**src/include/ulfc_pkg.sv**
```systemverilog
// Package with register map, field positions and configuration types for the line format block.
package ulfc_pkg;

	// Register byte offsets on the Avalon-MM slave.
	localparam logic [4:0] ULFC_OFF_LFC    = 5'h00;
	localparam logic [4:0] ULFC_OFF_MLC    = 5'h04;
	localparam logic [4:0] ULFC_OFF_SYN    = 5'h08;
	localparam logic [4:0] ULFC_OFF_DLE    = 5'h0C;
	localparam logic [4:0] ULFC_OFF_STATUS = 5'h10;
	localparam logic [4:0] ULFC_OFF_MASK   = 5'h14;
	localparam logic [4:0] ULFC_OFF_RXDATA = 5'h18;

	// Values after reset.
	localparam logic [7:0] ULFC_RST_LFC  = 8'h00;
	localparam logic [7:0] ULFC_RST_MLC  = 8'h00;
	localparam logic [7:0] ULFC_RST_SYN  = 8'h16;
	localparam logic [7:0] ULFC_RST_DLE  = 8'h10;
	localparam logic [1:0] ULFC_RST_IRQ  = 2'h0;

	// Line format control field positions.
	localparam int ULFC_LFC_CLK_LO  = 0;
	localparam int ULFC_LFC_RXCLK   = 3;
	localparam int ULFC_LFC_ODD     = 4;
	localparam int ULFC_LFC_SYNC    = 5;
	localparam int ULFC_LFC_LEN_LO  = 6;

	// Modem link control field positions.
	localparam int ULFC_MLC_DTR     = 0;
	localparam int ULFC_MLC_RTS     = 1;
	localparam int ULFC_MLC_RXEN    = 2;
	localparam int ULFC_MLC_PAR     = 3;
	localparam int ULFC_MLC_ECHO    = 4;
	localparam int ULFC_MLC_STOP    = 5;
	localparam int ULFC_MLC_TRANSP  = 6;
	localparam int ULFC_MLC_NORMAL  = 7;

	// Status and mask bit positions.
	localparam int ULFC_IRQ_RXDATA  = 0;
	localparam int ULFC_IRQ_SYNDET  = 1;

	// Clock select codes for the external 1X clocks and the divide-by-two rate.
	localparam logic [2:0] ULFC_CLK_EXT1X = 3'h0;
	localparam logic [2:0] ULFC_CLK_DIV2  = 3'h5;

	// Stop bit choice for the transmitter.
	typedef enum logic [1:0] {
		ULFC_STOP_ONE,
		ULFC_STOP_ONE_HALF,
		ULFC_STOP_TWO
	} ulfc_stop_t;

	// Decoded configuration handed to the serial engines.
	typedef struct packed {
		logic [3:0] data_bits;
		logic       sync_mode;
		logic       loop_mode;
		logic       parity_odd;
		logic       tx_parity_en;
		logic       rx_parity_en;
		ulfc_stop_t stop_sel;
		logic       transparent;
		logic       force_dle;
		logic       tx_break;
		logic       echo;
		logic       rx_enable;
		logic       strip_syn;
		logic       strip_dle;
		logic       ext_1x;
		logic [1:0] rate_idx;
		logic [1:0] rate_div_log2;
		logic       rx_rate1;
	} ulfc_cfg_t;

	// Avalon-MM request from the master.
	typedef struct packed {
		logic        read;
		logic        write;
		logic [4:0]  address;
		logic [3:0]  byteenable;
		logic [31:0] writedata;
	} ulfc_avs_req_t;

endpackage : ulfc_pkg

```
**src/core/ulfc_line_format_control.sv**
```systemverilog
// Line format and modem link configuration decode with Avalon-MM register slave.
`timescale 1ns/10ps
module ulfc_line_format_control
	import ulfc_pkg::*;
(
	// Clock and reset.
	input  wire logic                   clk_sys,
	input  wire logic                   reset,
	// Avalon-MM slave.
	input  wire ulfc_pkg::ulfc_avs_req_t avs_req,
	output logic [31:0]                 avs_readdata,
	output logic                        avs_waitrequest,
	// Modem pins.
	input  wire logic                   cts_n,
	output logic                        rts_n,
	output logic                        dtr_n,
	output logic                        misc_n,
	// Character stream from the receiver engine.
	input  wire logic                   char_boundary,
	input  wire logic                   rx_char_valid,
	input  wire logic [7:0]             rx_char_data,
	// Characters passed on to software, and active configuration.
	output logic                        rx_out_valid,
	output logic [7:0]                  rx_out_data,
	output ulfc_pkg::ulfc_cfg_t         cfg_active,
	// Interrupt.
	output logic                        irq
);
	import ulfc_pkg::*;

	// Number of data bits for a length code.
	function automatic logic [3:0] len_bits(input logic [1:0] code);
		len_bits = 4'h8 - {2'h0, code};
	endfunction : len_bits

	// Mask covering the valid data bits of a character.
	function automatic logic [7:0] len_mask(input logic [1:0] code);
		len_mask = 8'hFF >> code;
	endfunction : len_mask

	logic [7:0]    lfc_ff, nxt_lfc;
	logic [7:0]    mlc_ff, nxt_mlc;
	logic [7:0]    syn_ff, nxt_syn;
	logic [7:0]    dle_ff, nxt_dle;
	logic [1:0]    status_ff, nxt_status;
	logic [1:0]    mask_ff, nxt_mask;
	logic [7:0]    rxdata_ff, nxt_rxdata;
	logic          wait_ff, nxt_wait;
	logic [31:0]   rdata_ff, nxt_rdata;
	logic          cts_meta_ff, cts_sync_ff;
	ulfc_cfg_t     cfg_ff, nxt_cfg;
	ulfc_cfg_t     cfg_dec;
	logic          syn_pend_ff, nxt_syn_pend;
	logic          rxv_ff, nxt_rxv;
	logic [7:0]    rxo_ff, nxt_rxo;
	logic          rts_ff, dtr_ff, misc_ff, irq_ff;

	// One select per mapped word, shared by reads and writes so the two maps cannot drift.
	wire           sel_lfc  = (avs_req.address == ULFC_OFF_LFC);
	wire           sel_mlc  = (avs_req.address == ULFC_OFF_MLC);
	wire           sel_syn  = (avs_req.address == ULFC_OFF_SYN);
	wire           sel_dle  = (avs_req.address == ULFC_OFF_DLE);
	wire           sel_stat = (avs_req.address == ULFC_OFF_STATUS);
	wire           sel_mask = (avs_req.address == ULFC_OFF_MASK);
	wire           sel_rxd  = (avs_req.address == ULFC_OFF_RXDATA);

	// Bus decode: an access completes at the edge where waitrequest is low.
	// Only byte lane 0 carries register bits, so a write without it changes nothing.
	wire           req      = avs_req.read | avs_req.write;
	wire           done     = req & ~wait_ff;
	wire           wr_lane0 = done & avs_req.write & avs_req.byteenable[0];
	wire [7:0]     wd       = avs_req.writedata[7:0];
	wire           wr_lfc   = wr_lane0 & sel_lfc;
	wire           wr_mlc   = wr_lane0 & sel_mlc;
	wire           wr_syn   = wr_lane0 & sel_syn;
	wire           wr_dle   = wr_lane0 & sel_dle;
	wire           wr_stat  = wr_lane0 & sel_stat;
	wire           wr_mask  = wr_lane0 & sel_mask;

	// Read mux; unmapped addresses read as zero and ignore writes.
	// It settles while waitrequest is high, so readdata is registered before it is taken.
	wire [7:0]     rd_byte =
		sel_lfc  ? lfc_ff :
		sel_mlc  ? mlc_ff :
		sel_syn  ? syn_ff :
		sel_dle  ? dle_ff :
		sel_stat ? {6'h00, status_ff} :
		sel_mask ? {6'h00, mask_ff} :
		sel_rxd  ? rxdata_ff : 8'h00;

	// One wait cycle per access, then the answer for exactly one edge.
	// A request dropped before its answer leaves the slave idle and changes nothing.
	assign nxt_wait  = ~(req & wait_ff);
	assign nxt_rdata = (req & wait_ff & avs_req.read) ? {24'h000000, rd_byte} : rdata_ff;

	// Registers keep their value until software writes them again.
	assign nxt_lfc  = wr_lfc ? wd : lfc_ff;
	assign nxt_mlc  = wr_mlc ? wd : mlc_ff;
	assign nxt_syn  = wr_syn ? wd : syn_ff;
	assign nxt_dle  = wr_dle ? wd : dle_ff;
	assign nxt_mask = wr_mask ? wd[1:0] : mask_ff;

	// Field views of the two control registers.
	wire           f_sync   = lfc_ff[ULFC_LFC_SYNC];
	wire           f_rxclk  = lfc_ff[ULFC_LFC_RXCLK];
	wire [2:0]     f_clk    = lfc_ff[ULFC_LFC_CLK_LO +: 3];
	wire [1:0]     f_len    = lfc_ff[ULFC_LFC_LEN_LO +: 2];
	wire           f_rxen   = mlc_ff[ULFC_MLC_RXEN];
	wire           f_par    = mlc_ff[ULFC_MLC_PAR];
	wire           f_b4     = mlc_ff[ULFC_MLC_ECHO];
	wire           f_b5     = mlc_ff[ULFC_MLC_STOP];
	wire           f_b6     = mlc_ff[ULFC_MLC_TRANSP];
	wire           f_normal = mlc_ff[ULFC_MLC_NORMAL];
	// Transmitter runs only while asked to send and the modem clears it; loop feeds RTS back.
	wire           cts_ok   = f_normal ? ~cts_sync_ff : 1'b1;
	wire           tx_en    = mlc_ff[ULFC_MLC_RTS] & cts_ok;

	// Decode of the written registers into the engine configuration.
	always_comb
	begin
		cfg_dec               = '0;
		// Character framing and operating mode.
		cfg_dec.data_bits     = len_bits(f_len);
		cfg_dec.sync_mode     = f_sync;
		cfg_dec.loop_mode     = ~f_normal;
		// Parity: synchronous mode splits generation and checking over two bits.
		cfg_dec.parity_odd    = f_par | f_b5 ? lfc_ff[ULFC_LFC_ODD] : 1'b0;
		cfg_dec.tx_parity_en  = f_sync ? (f_b5 & ~f_b6) : f_par;
		cfg_dec.rx_parity_en  = f_sync ? (f_par & ~(f_rxen & f_b4)) : f_par;
		// Transmit options; the stop bit choice only matters to the asynchronous framer.
		cfg_dec.stop_sel      = f_b5 ? ULFC_STOP_ONE :
			(f_len == 2'h3 ? ULFC_STOP_ONE_HALF : ULFC_STOP_TWO);
		cfg_dec.transparent   = f_sync & f_b6;
		cfg_dec.force_dle     = f_sync & f_b6 & f_b5;
		cfg_dec.tx_break      = ~f_sync & tx_en & f_b6;
		cfg_dec.echo          = ~f_sync & f_rxen & f_b4;
		cfg_dec.rx_enable     = f_rxen;
		// Receive stripping acts in synchronous mode only.
		cfg_dec.strip_syn     = f_sync & f_rxclk;
		cfg_dec.strip_dle     = f_sync & ((f_rxclk & f_b6) | (f_rxen & f_b4));
		// Clock choice shared by both engines.
		cfg_dec.ext_1x        = (f_clk == ULFC_CLK_EXT1X);
		cfg_dec.rate_idx      = (f_clk >= ULFC_CLK_DIV2 || f_clk == ULFC_CLK_EXT1X) ?
			2'h3 : 2'(f_clk - 3'h1);
		cfg_dec.rate_div_log2 = (f_clk >= ULFC_CLK_DIV2) ? 2'(f_clk - 3'h4) : 2'h0;
		// The 1X choice is only valid with bit 3 set; software must keep that pairing.
		cfg_dec.rx_rate1      = ~f_sync & ~f_rxclk & (f_clk != ULFC_CLK_EXT1X);
	end

	// New settings reach the engines at the next character boundary, never mid-character.
	assign nxt_cfg = char_boundary ? cfg_dec : cfg_ff;

	// Receive path: strip matched SYN/DLE and flag SYN detect on the next kept character.
	// The compare is masked to the character length, so stale high bits of a longer
	// setting can never stop a short SYN or DLE from being stripped.
	wire [7:0]     rx_m     = rx_char_data & len_mask(f_len);
	wire           is_syn   = rx_m == (syn_ff & len_mask(f_len));
	wire           is_dle   = rx_m == (dle_ff & len_mask(f_len));
	wire           rx_take  = rx_char_valid & cfg_ff.rx_enable;
	wire           strip    = rx_take & ((cfg_ff.strip_syn & is_syn) |
		(cfg_ff.strip_dle & is_dle));
	wire           keep     = rx_take & ~strip;
	wire           ev_syn   = keep & syn_pend_ff;

	assign nxt_syn_pend = strip | (syn_pend_ff & ~keep);
	assign nxt_rxv      = keep;
	assign nxt_rxo      = keep ? rx_char_data : rxo_ff;
	assign nxt_rxdata   = keep ? rx_char_data : rxdata_ff;

	// Sticky status: a new event wins over a clear in the same cycle.
	// The mask only gates the interrupt; status records every event regardless.
	wire [1:0]     ev_vec   = {ev_syn, keep & ~syn_pend_ff};
	wire [1:0]     clr_vec  = wr_stat ? wd[1:0] : 2'h0;
	assign nxt_status = (status_ff & ~clr_vec) | ev_vec;

	// Modem outputs are held off in loop mode; MISC goes low for its two auxiliary cases.
	// Loop mode is a diagnostic state, so the modem must see every pin in its off state.
	wire           misc_on  = (f_sync & ~f_rxen & f_b4) | (~f_sync & ~tx_en & f_b5);
	wire           nxt_rtsn = ~(f_normal & mlc_ff[ULFC_MLC_RTS]);
	wire           nxt_dtrn = ~(f_normal & mlc_ff[ULFC_MLC_DTR]);
	wire           nxt_misc = ~(f_normal & misc_on);
	wire           nxt_irq  = |(nxt_status & nxt_mask);

	// Clear-to-send synchroniser; only the second stage is used.
	// Both stages reset to the inactive level so no false clear follows reset.
	always_ff @(posedge clk_sys or posedge reset)
	begin
		if (reset)
		begin
			cts_meta_ff <= 1'b1;
			cts_sync_ff <= 1'b1;
		end
		else
		begin
			cts_meta_ff <= cts_n;
			cts_sync_ff <= cts_meta_ff;
		end
	end

	// Control and character registers written by software.
	always_ff @(posedge clk_sys or posedge reset)
	begin
		if (reset)
		begin
			lfc_ff    <= ULFC_RST_LFC;
			mlc_ff    <= ULFC_RST_MLC;
			syn_ff    <= ULFC_RST_SYN;
			dle_ff    <= ULFC_RST_DLE;
		end
		else
		begin
			lfc_ff    <= nxt_lfc;
			mlc_ff    <= nxt_mlc;
			syn_ff    <= nxt_syn;
			dle_ff    <= nxt_dle;
		end
	end

	// Bus handshake, interrupt status and the last kept character.
	always_ff @(posedge clk_sys or posedge reset)
	begin
		if (reset)
		begin
			mask_ff   <= ULFC_RST_IRQ;
			status_ff <= ULFC_RST_IRQ;
			wait_ff   <= 1'b1;
			rdata_ff  <= '0;
			rxdata_ff <= '0;
		end
		else
		begin
			mask_ff   <= nxt_mask;
			status_ff <= nxt_status;
			wait_ff   <= nxt_wait;
			rdata_ff  <= nxt_rdata;
			rxdata_ff <= nxt_rxdata;
		end
	end

	// Active configuration and the receive output stage.
	always_ff @(posedge clk_sys or posedge reset)
	begin
		if (reset)
		begin
			cfg_ff      <= '0;
			syn_pend_ff <= 1'b0;
			rxv_ff      <= 1'b0;
			rxo_ff      <= '0;
		end
		else
		begin
			cfg_ff      <= nxt_cfg;
			syn_pend_ff <= nxt_syn_pend;
			rxv_ff      <= nxt_rxv;
			rxo_ff      <= nxt_rxo;
		end
	end

	// Modem pins and the interrupt line.
	always_ff @(posedge clk_sys or posedge reset)
	begin
		if (reset)
		begin
			rts_ff      <= 1'b1;
			dtr_ff      <= 1'b1;
			misc_ff     <= 1'b1;
			irq_ff      <= 1'b0;
		end
		else
		begin
			rts_ff      <= nxt_rtsn;
			dtr_ff      <= nxt_dtrn;
			misc_ff     <= nxt_misc;
			irq_ff      <= nxt_irq;
		end
	end

	// Outputs come straight from flip-flops.
	assign avs_readdata    = rdata_ff;
	assign avs_waitrequest = wait_ff;
	assign rts_n           = rts_ff;
	assign dtr_n           = dtr_ff;
	assign misc_n          = misc_ff;
	assign rx_out_valid    = rxv_ff;
	assign rx_out_data     = rxo_ff;
	assign cfg_active      = cfg_ff;
	assign irq             = irq_ff;

endmodule : ulfc_line_format_control

```
**config.mk**
```make
export PLATFORM = sky130hd
export DESIGN_NAME = ulfc_line_format_control
export DESIGN_NICKNAME = d
export VERILOG_FILES = /design/src/include/ulfc_pkg.sv /design/src/core/ulfc_line_format_control.sv
export SDC_FILE = /design/constraint.sdc
export NUM_CORES = 1
export LEC_CHECK = 0
export ABC_CLOCK_PERIOD_IN_PS = 3300
export BUFFER_PORTS_ARGS = -buffer_cell sky130_fd_sc_hd__buf_2
export CAP_MARGIN = 40
export CORE_MARGIN = 2
export CORE_UTILIZATION = 25
export DETAILED_ROUTE_END_ITERATION = 8
export PLACE_DENSITY = 0.47
export SLEW_MARGIN = 20
export SYNTH_ARGS = -nofsm -noshare
export SYNTH_HDL_FRONTEND = slang
export SYNTH_SLANG_ARGS = --single-unit
```
**constraint.sdc**
```tcl
create_clock -name clk_sys -period 3.3 [get_ports clk_sys]
set_input_delay 0 -clock clk_sys [delete_from_list [all_inputs] [get_ports clk_sys]]
set_output_delay 0 -clock clk_sys [all_outputs]
set_load 0.005 [all_outputs]
```
==> impl_metrics.toml, run 1 <==
[sta]
setup-tns-final_ns = 0
timing_hold_violations_final = 0
finClkSkew_ns = 0.00767
timing.fmax_mhz = 483
setup_viol = 0
relSlewSlack_pct = 54.3
setup_ws_ns = 1.23
worst_pin_slew_ns = 0.685
fin_crit_sh_pct = 62.7
rsz0062_at_grt = "no"
period_needed_ns = 2.07
report.final.slew_viol_count = 0

[setup_path]
slowest_stage = "dfrtp_1"
cp_cell_sequence = "inv_1, ha_1, o2bb2ai_1, o311ai_1, nor2_1, buf_4, a221o_1"
start_kind = "flop"
cp.required_ns = 3.52
arrival_ns = 2.29
reg2reg_slack_ns = 1.23
cpPeakStageDelay_ns = 0.46
reg2reg_to = "irq"
crit_type = "flop to flop"
r2r-start = "lfc_ff[7]"
r2r_cells = 7
crit_path_end_kind = "flop"
crit_path_start = "lfc_ff[7]"
crit_fanout = 12

[placement]
dp_slack_ns = 1.22
gp_congestion = 0.747
io_buffers = 74
dp_hpwl_um = 8390

[detailed_routing]
viasPerCell = 4.41
wl_per_cell_um = 16.4
via_count = 3017
dr.pass1.iters = 4
wl_um = 11200
ant_nets = 0
remaining_drc_errors = 0
drt_iter0_markers = 151

[clocking]
cts_made_buffers = 9
clockRootBuffer = "clkbuf_16"
cts.sinks = 85
clk_path_buf_depth = 2
h-tree-depth = 3
cts_setup_buffers = 0
cts_tree = "done"
clkSlewWorstSetupHoldPaths_ns = 0.06
post_cts_resized = 0
clk_latency_ns = 0.34

[synthesis]
synth_fa_ha_area_share_pct = 1.20
async_reset_ff_share_pct = 100
synth_top_family_by_area = "multiplexers"
synthSimpleGateAreaFrac_pct = 10.2
ys_seq_area_share_pct = 51.4
synth_cell_types = 49
synth_edf_count = 0
ys.warnings.count = 0
muxShareOfSynthArea_pct = 15.8
synth-compound-area-share_pct = 10.3
ys.flop_type = "dfrtp_1"
synth_xor_xnor_area_share_pct = 3.37
syn_avg_cell_area_sq_um = 11.4
synth_seq_cells = 85
synthesis.area_sq_um = 4160
synth_cells = 364

[pwr]
seqPwrFrac_pct = 49.0
p_int_mw = 1.97
total_power_mw = 2.71
pwr-share-comb_pct = 16.1
p_sw_share_pct = 27.5
ir_worst_vdd_uv = 234
power_leakage_nw = 2.34
p_clk_share_pct = 34.9
switchingPower_mw = 0.745
power_density_nw_per_um2 = 525

[final_layout]
diodes = 0
final_common_cell = "dfrtp_1"
finalNetCount = 519
area.growth.synth_to_final_pct = 24.1
drive_gt1_share_pct = 34.5
n_fill_cell = 1732
layout_common_cells = "75 x dfrtp_1, 74 x buf_2, 51 x mux2_2"

[global_route]
overflow = 0
grt_pass1_vias = 3022
grt_pass1_wl_um = 17600
grt.total_usage_pct = 13.2
grt_max_degree = 39
antenna_found_initial = 0

[min_path]
hp-start = "avs_req[1]"
min_path_cells = 2
holdPathEnd = "dle_ff[1]"
min_path_type = "input pin to flop"

[die]
core_area_sq_um = 16400
ios = 126
rows = 47
dieHeight_um = 133
start_util_pct = 25.4
die_area_sq_um = 17700
die_width_um = 133

[run_status]
run_status = "completed"

[run]
drv_cap = 0
==> kinds of logic after synthesis <==
family | after synthesis
buffers and inverters | 56
AO/OA/AOI/OAI | 66
XOR/XNOR | 16
multiplexers | 58
AND/OR/NAND/NOR | 78
adder cells (fa/ha/maj) | 4
flip-flops | 85
other | 1
==> cells in the mapped netlist (all sizes together) (2+ instances only) <==
cell type	count	share of area [%]
a211oi	2	0.36
a21oi	8	0.96
a221oi	5	1.1
a22oi	7	1.3
a2bb2oi	2	0.42
buf	29	5.2
clkbuf	8	0.72
dfrtp	75	45
dfstp	10	6.3
ha	4	1.2
inv	19	1.7
mux2	51	14
mux2i	6	1.4
nand2	23	2.1
nand2b	3	0.45
nand3	6	0.72
nand3b	7	1.3
nand4	3	0.45
nand4b	2	0.78
nor2	17	1.8
nor2b	5	0.75
nor3	7	0.96
o211ai	3	0.54
o21ai	24	2.9
o22ai	4	0.60
o2bb2ai	3	0.63
xnor2	14	2.9
xor2	2	0.42
==> through the flow <==
stage,cell area (sq um),hold slack (ns),util [%],std cells
detailed placement,4690,0.0136,28.6,648
floorplan,4250,0.00448,-,387
global placement,4670,0.123,28.5,647
finish,5160,0.0354,31.5,684
global route,5160,0.0432,31.5,684
CTS,5160,0.0177,31.5,684
==> state kept, by name, indices dropped and copies added (netlist names), 2 cells and up, named ones only <==
name	count
avs_readdata	8
dle_ff	8
rxdata_ff	8
mask_ff	2
lfc_ff	8
mlc_ff	8
cfg_active	24
syn_ff	8
status_ff	2
==> cell type report <==
cell class / instances / area, sq um / area share (%)
timing repair buffer: 98 / 613 / 11.9
inverter: 19 / 72.6 / 1.41
clock inverter: 2 / 10.0 / 0.194
tap: 220 / 275 / 5.33
clock buffer: 14 / 264 / 5.11
sequential: 85 / 2140 / 41.4
multi-input combinational: 246 / 1790 / 34.6
==> critical path: cells and delay by family, from the launching register on <==
kind	cells	cell delay [ns]
buffers and inverters	2	0.28
adder cells (fa/ha/maj)	1	0.25
flip-flops	1	0.46
AO/OA/AOI/OAI	3	0.86
AND/OR/NAND/NOR	1	0.09
==> power by group through the flow <==
stage | clock [mW] | sequential (mW) | combinational, mW
after global routing | 1.03 | 1.35 | 0.486
after CTS | 0.978 | 1.33 | 0.442
final | 0.946 | 1.33 | 0.436
after detailed placement | 0 | 1.35 | 0.421
after floorplan | 0 | 1.30 | 0.270
after global placement | 0 | 1.34 | 0.410
==> worst max path at each step <==
stage,endpoint,slack (ns),depth (start not counted)
2_1_floorplan,async pin,1.12,1
3_3_place_gp,irq,1.21,7
3_5_place_dp,irq,1.22,7
4_1_cts,irq,1.21,7
5_1_grt,irq,1.07,7
6_report,irq,1.23,7
==> repair_timing <==
item                                    in CTS  in global routing
endpoints found under the hold margin       57                  0
hold buffers                                20                  0
endpoints found under the setup margin       0                  0
==> metal layers <==
| layer | GRT usage, % | vias to the layer above | share of wire [%] |
|---|---|---|---|
| met4 | 4.54 | 0 | 1.8 |
| met1 | 17.7 | 1496 | 47 |
| met3 | 3.45 | 13 | 4.0 |
| met5 | 0 | - | 0 |
| met2 | 20.7 | 81 | 47 |
| li1 | - | 1427 | - |
No activity file was read; power rests on OpenSTA's default activity.
==> run 2: changes to the inputs <==
ABC_CLOCK_PERIOD_IN_PS = 2000   (was 3300)
clock period = 2 ns   (was 3.3 ns; I/O delays follow)
==> impl_metrics.toml, run 2 (synthesis gave the netlist of run 1 again) <==
[final_layout]
final_common_cell = "dfrtp_1"
drive_gt1_share_pct = 37.5
design_area_sq_um = 5330
largest_reg_flops = 24
layout_common_cells = "75 x dfrtp_1, 74 x buf_2, 51 x mux2_2"
area.growth.synth_to_final_pct = 28.1
finalNetCount = 538
diodes = 0

[setup_path]
r2r-start = "lfc_ff[7]"
crit_type = "flop to flop"
r2r_cells = 7
arrival_ns = 2.14
reg2reg_to = "irq"
crit_path_end_kind = "flop"
crit_fanout = 6
cp.required_ns = 2.23
start_kind = "flop"
reg2reg_slack_ns = 0.09

[sta]
period_needed_ns = 1.91
relSlewSlack_pct = 56.4
setup-tns-final_ns = 0
rsz0062_at_grt = "no"
worst_pin_slew_ns = 0.653
holdWs_ns = 0.0300
setup_viol = 0
fin_crit_sh_pct = 95.5
setup_ws_ns = 0.0893
report.final.slew_viol_count = 0
finClkSkew_ns = 0.00946
timing.fmax_mhz = 523
timing_hold_violations_final = 0

[die]
core_area_sq_um = 16400
ios = 126
start_util_pct = 25.4
die_width_um = 133
die_area_sq_um = 17700
dieHeight_um = 133
rows = 47

[global_route]
grt_max_degree = 86
antenna_found_initial = 0
grt_pass1_wl_um = 18100
overflow = 0
grt.total_usage_pct = 13.5
grt_pass1_vias = 3206

[placement]
dpl_cell_area_sq_um = 4830
dp_slack_ns = -0.250
gp_congestion = 0.874
dp_hpwl_um = 8590
io_buffers = 74

[clocking]
cts_made_buffers = 9
clk_latency_ns = 0.34
cts_tree = "done"
h-tree-depth = 3
clockRootBuffer = "clkbuf_16"
clkSlewWorstSetupHoldPaths_ns = 0.06
clk_path_buf_depth = 2
cts.sinks = 85

[pwr]
pwr-share-comb_pct = 16.6
power_leakage_nw = 2.45
p_sw_share_pct = 27.5
ir_worst_vdd_uv = 392
power_density_nw_per_um2 = 871
p_clk_share_pct = 36.4
seqPwrFrac_pct = 47.0
switchingPower_mw = 1.28
p_int_mw = 3.37

[detailed_routing]
dr.pass1.iters = 4
via_count = 3096
remaining_drc_errors = 0
wl_per_cell_um = 16.5
viasPerCell = 4.40
wl_um = 11600
drt_iter0_markers = 169
ant_nets = 0

[min_path]
holdPathEnd = "syn_ff[1]"
hp-start = "avs_req[1]"
min_path_cells = 2
min_path_type = "input pin to flop"

[run]
drv_cap = 0

[run_status]
run_status = "completed"
[run 2: layer usage]
layer  share of wire (%)  vias up  routed length, um  track usage [%]
li1                    -     1464                  -                -
met1                  47     1536               5460             17.9
met2                  46       81               5330             21.0
met3                 4.5       15                519             3.10
met4                 2.3        0                272             6.15
met5                   0        -                  0                0
[run 2: area by class of cell]
class	instances	area [sq um]
clock buffer	12	246
clock inverter	4	47.5
fill	1705	11100
inverter	19	75.1
multi-input combinational	246	1790
sequential	85	2140
tap	220	275
timing repair buffer	117	756
[run 2: power groups by stage]
stage	clock network (mW)	logic (mW)	registers, mW
detailed placement	0	0.745	2.22
CTS	1.73	0.783	2.19
global route	1.81	0.853	2.22
floorplan	0	0.446	2.14
finish	1.69	0.772	2.18
global placement	0	0.730	2.21
[run 2: metrics by stage]
step                util (%)  std cells  power [mW]
global placement        29.4        665        2.94
detailed placement      29.4        666        2.96
CTS                     32.5        703        4.70
finish                  32.5        703        4.65
global route            32.5        703        4.88
floorplan                  -        387        2.58
[run 2: timing repair]
item | 4_1_cts | 5_1_grt
gates resized for setup | 1 | 0
endpoints found under the hold margin | 111 | 0
hold buffers | 20 | 0
setup buffers | 1 | 0
endpoints found under the setup margin | 8 | 0
[run 2: worst max-delay path, stage by stage (launching register included)]
cell	delay [ns]
dfrtp_1	0.37
inv_1	0.05
ha_1	0.22
o2bb2ai_1	0.15
o311ai_1	0.40
nor2_2	0.08
buf_4	0.18
a221o_1	0.32
[run 2: worst max path at each step]
| stage | to | startpoint | slack (ns) | depth (start not counted) |
|---|---|---|---|---|
| 6_report | irq | lfc_ff[7] | 0.09 | 7 |
| 2_1_floorplan | irq | lfc_ff[7] | 0.17 | 7 |
| 3_3_place_gp | rxdata_ff[3] | lfc_ff[7] | -0.22 | 5 |
| 5_1_grt | irq | avs_waitrequest | 0.007 | 5 |
| 3_5_place_dp | rxdata_ff[7] | lfc_ff[6] | -0.25 | 6 |
| 4_1_cts | irq | lfc_ff[6] | 0.10 | 7 |
==> run 3: changes to the inputs <==
ABC_CLOCK_PERIOD_IN_PS = 1500   (was 2000)
PLACE_DENSITY = 0.48   (was 0.47)
clock period = 1.5 ns   (was 2 ns; I/O delays follow)
==> impl_metrics.toml, run 3 (synthesis gave the netlist of run 1 again) <==
[run_status]
run_status = "finished, violations left"
violations = "negative setup slack"

[setup_path]
crit_fanout = 6
reg2reg_to = "irq"
arrival_ns = 2.00
reg2reg_slack_ns = -0.29
r2r_cells = 6
start_kind = "flop"
path_buf_inv = 1
cpPeakStageDelay_ns = 0.55
cp_cell_sequence = "xnor2_2, nand4_1, o311ai_4, nor2_2, buf_6, a221o_1"
slowest_stage = "dfstp_2"
crit_path_end_kind = "flop"
critPathTopFamily = "compound AO/OA/AOI/OAI gates"
cp.required_ns = 1.71
r2r-start = "dle_ff[4]"
crit_type = "flop to flop"

[sta]
setup_ws_ns = -0.291
worst_pin_slew_ns = 0.526
timing_hold_violations_final = 0
fin_crit_sh_pct = 119
holdWs_ns = 0.0318
rsz0062_at_grt = "yes"
finClkSkew_ns = 0.00662
timing.fmax_mhz = 558
period_needed_ns = 1.79
setup_viol = 20
report.final.slew_viol_count = 0
relSlewSlack_pct = 64.9

[placement]
io_buffers = 74
dp_hpwl_um = 8800
placed_cells_incl_taps = 699
gp_congestion = 0.787

[global_route]
grt_max_degree = 86
grt_pass1_vias = 3360
antenna_found_initial = 0
grt.total_usage_pct = 14.2
overflow = 0
grt_pass1_wl_um = 19300

[detailed_routing]
drt_iter0_markers = 156
wl_um = 12100
ant_nets = 0
viasPerCell = 4.41
via_count = 3252
remaining_drc_errors = 0
dr.pass1.iters = 4
wl_per_cell_um = 16.5

[min_path]
holdPathEnd = "syn_ff[1]"
min_path_cells = 2
min_path_type = "input pin to flop"
hp-start = "avs_req[1]"

[run]
drv_cap = 0

[final_layout]
drive_gt1_share_pct = 45.8
n_fill_cell = 1650
largest_reg_flops = 24
diodes = 0
layout_common_cells = "75 x dfrtp_1, 74 x buf_2, 51 x buf_4"
area.growth.synth_to_final_pct = 41.7
finalNetCount = 573
final_common_cell = "dfrtp_1"
stdcell_count = 738

[pwr]
ir_worst_vdd_uv = 607
p_sw_share_pct = 28.0
power_density_nw_per_um2 = 1090
power_leakage_nw = 2.71
seqPwrFrac_pct = 45.8
pwr-share-comb_pct = 19.1
p_clk_share_pct = 35.1
p_int_mw = 4.62
switchingPower_mw = 1.79

[clocking]
h-tree-depth = 3
cts_tree = "done"
clockRootBuffer = "clkbuf_16"
cts_made_buffers = 9
clk_path_buf_depth = 2
clk_latency_ns = 0.34
clkSlewWorstSetupHoldPaths_ns = 0.06
cts.sinks = 85

[die]
die_area_sq_um = 17700
die_width_um = 133
core_area_sq_um = 16400
rows = 47
dieHeight_um = 133
start_util_pct = 25.4
ios = 126
[run 3: changes by cell type in the layout (fill, tap and decap cells not counted), moves of 4 or more]
cell      delta
buf_4       +29
mux2_2      -25
mux2_4      +25
buf_6        +6
a221oi_1     -5
a221oi_2     +4
a22oi_1      -4
a22oi_2      +4
[run 3: per-layer routing]
layer / routed length (um) / track usage (%) / up-vias
met4: 91 / 2.69 / 0
met1: 5730 / 19.5 / 1632
met2: 5840 / 22.6 / 81
met5: 0 / 0 / -
li1: - / - / 1534
met3: 485 / 3.95 / 5
[run 3: metrics by stage]
step / setup WS, ns / power [mW] / setup TNS, ns / utilization (%) / instance area, sq um
after floorplan: -0.205 / 3.45 / -1.58 / - / 4280
after global placement: -0.227 / 4.02 / -4.79 / 31.2 / 5110
after detailed placement: -0.276 / 4.03 / -5.29 / 31.2 / 5110
after CTS: -0.246 / 6.44 / -3.78 / 34.9 / 5730
after global routing: -0.374 / 6.72 / -4.22 / 35.9 / 5900
final: -0.291 / 6.41 / -2.58 / 35.9 / 5900
[run 3: layout make-up]
class,instances,area (sq um),share of cell area [%]
Sequential cell,85,2140,36.3
Multi-Input combinational cell,246,2060,34.9
Timing Repair Buffer,152,1050,17.8
Tap cell,220,275,4.67
Clock buffer,13,250,4.24
Inverter,19,75.1,1.27
Clock inverter,3,45.0,0.764
[run 3: how the worst max path moves through the flow]
stage / end / slack [ns] / startpoint / cells past startpoint
floorplan: irq / -0.21 / dle_ff[4] / 6
global route: irq / -0.37 / dle_ff[4] / 6
CTS: irq / -0.25 / lfc_ff[6] / 7
detailed placement: irq / -0.28 / dle_ff[4] / 6
global placement: irq / -0.23 / dle_ff[4] / 6
finish: irq / -0.29 / dle_ff[4] / 6
[run 3: power by group through the flow]
stage               logic [mW]  clock network [mW]  registers, mW
detailed placement        1.08                   0           2.95
global route              1.35                2.40           2.97
finish                    1.23                2.25           2.93
global placement          1.06                   0           2.95
CTS                       1.19                2.32           2.93
floorplan                0.599                   0           2.85
[run 3: repair_timing]
item,CTS,global route
gates resized for setup,35,26
hold buffers,19,0
endpoints found under the hold margin,110,0
setup endpoints to repair,39,43
buffers inserted,2,8
pin swaps,7,9
gates cloned,1,0
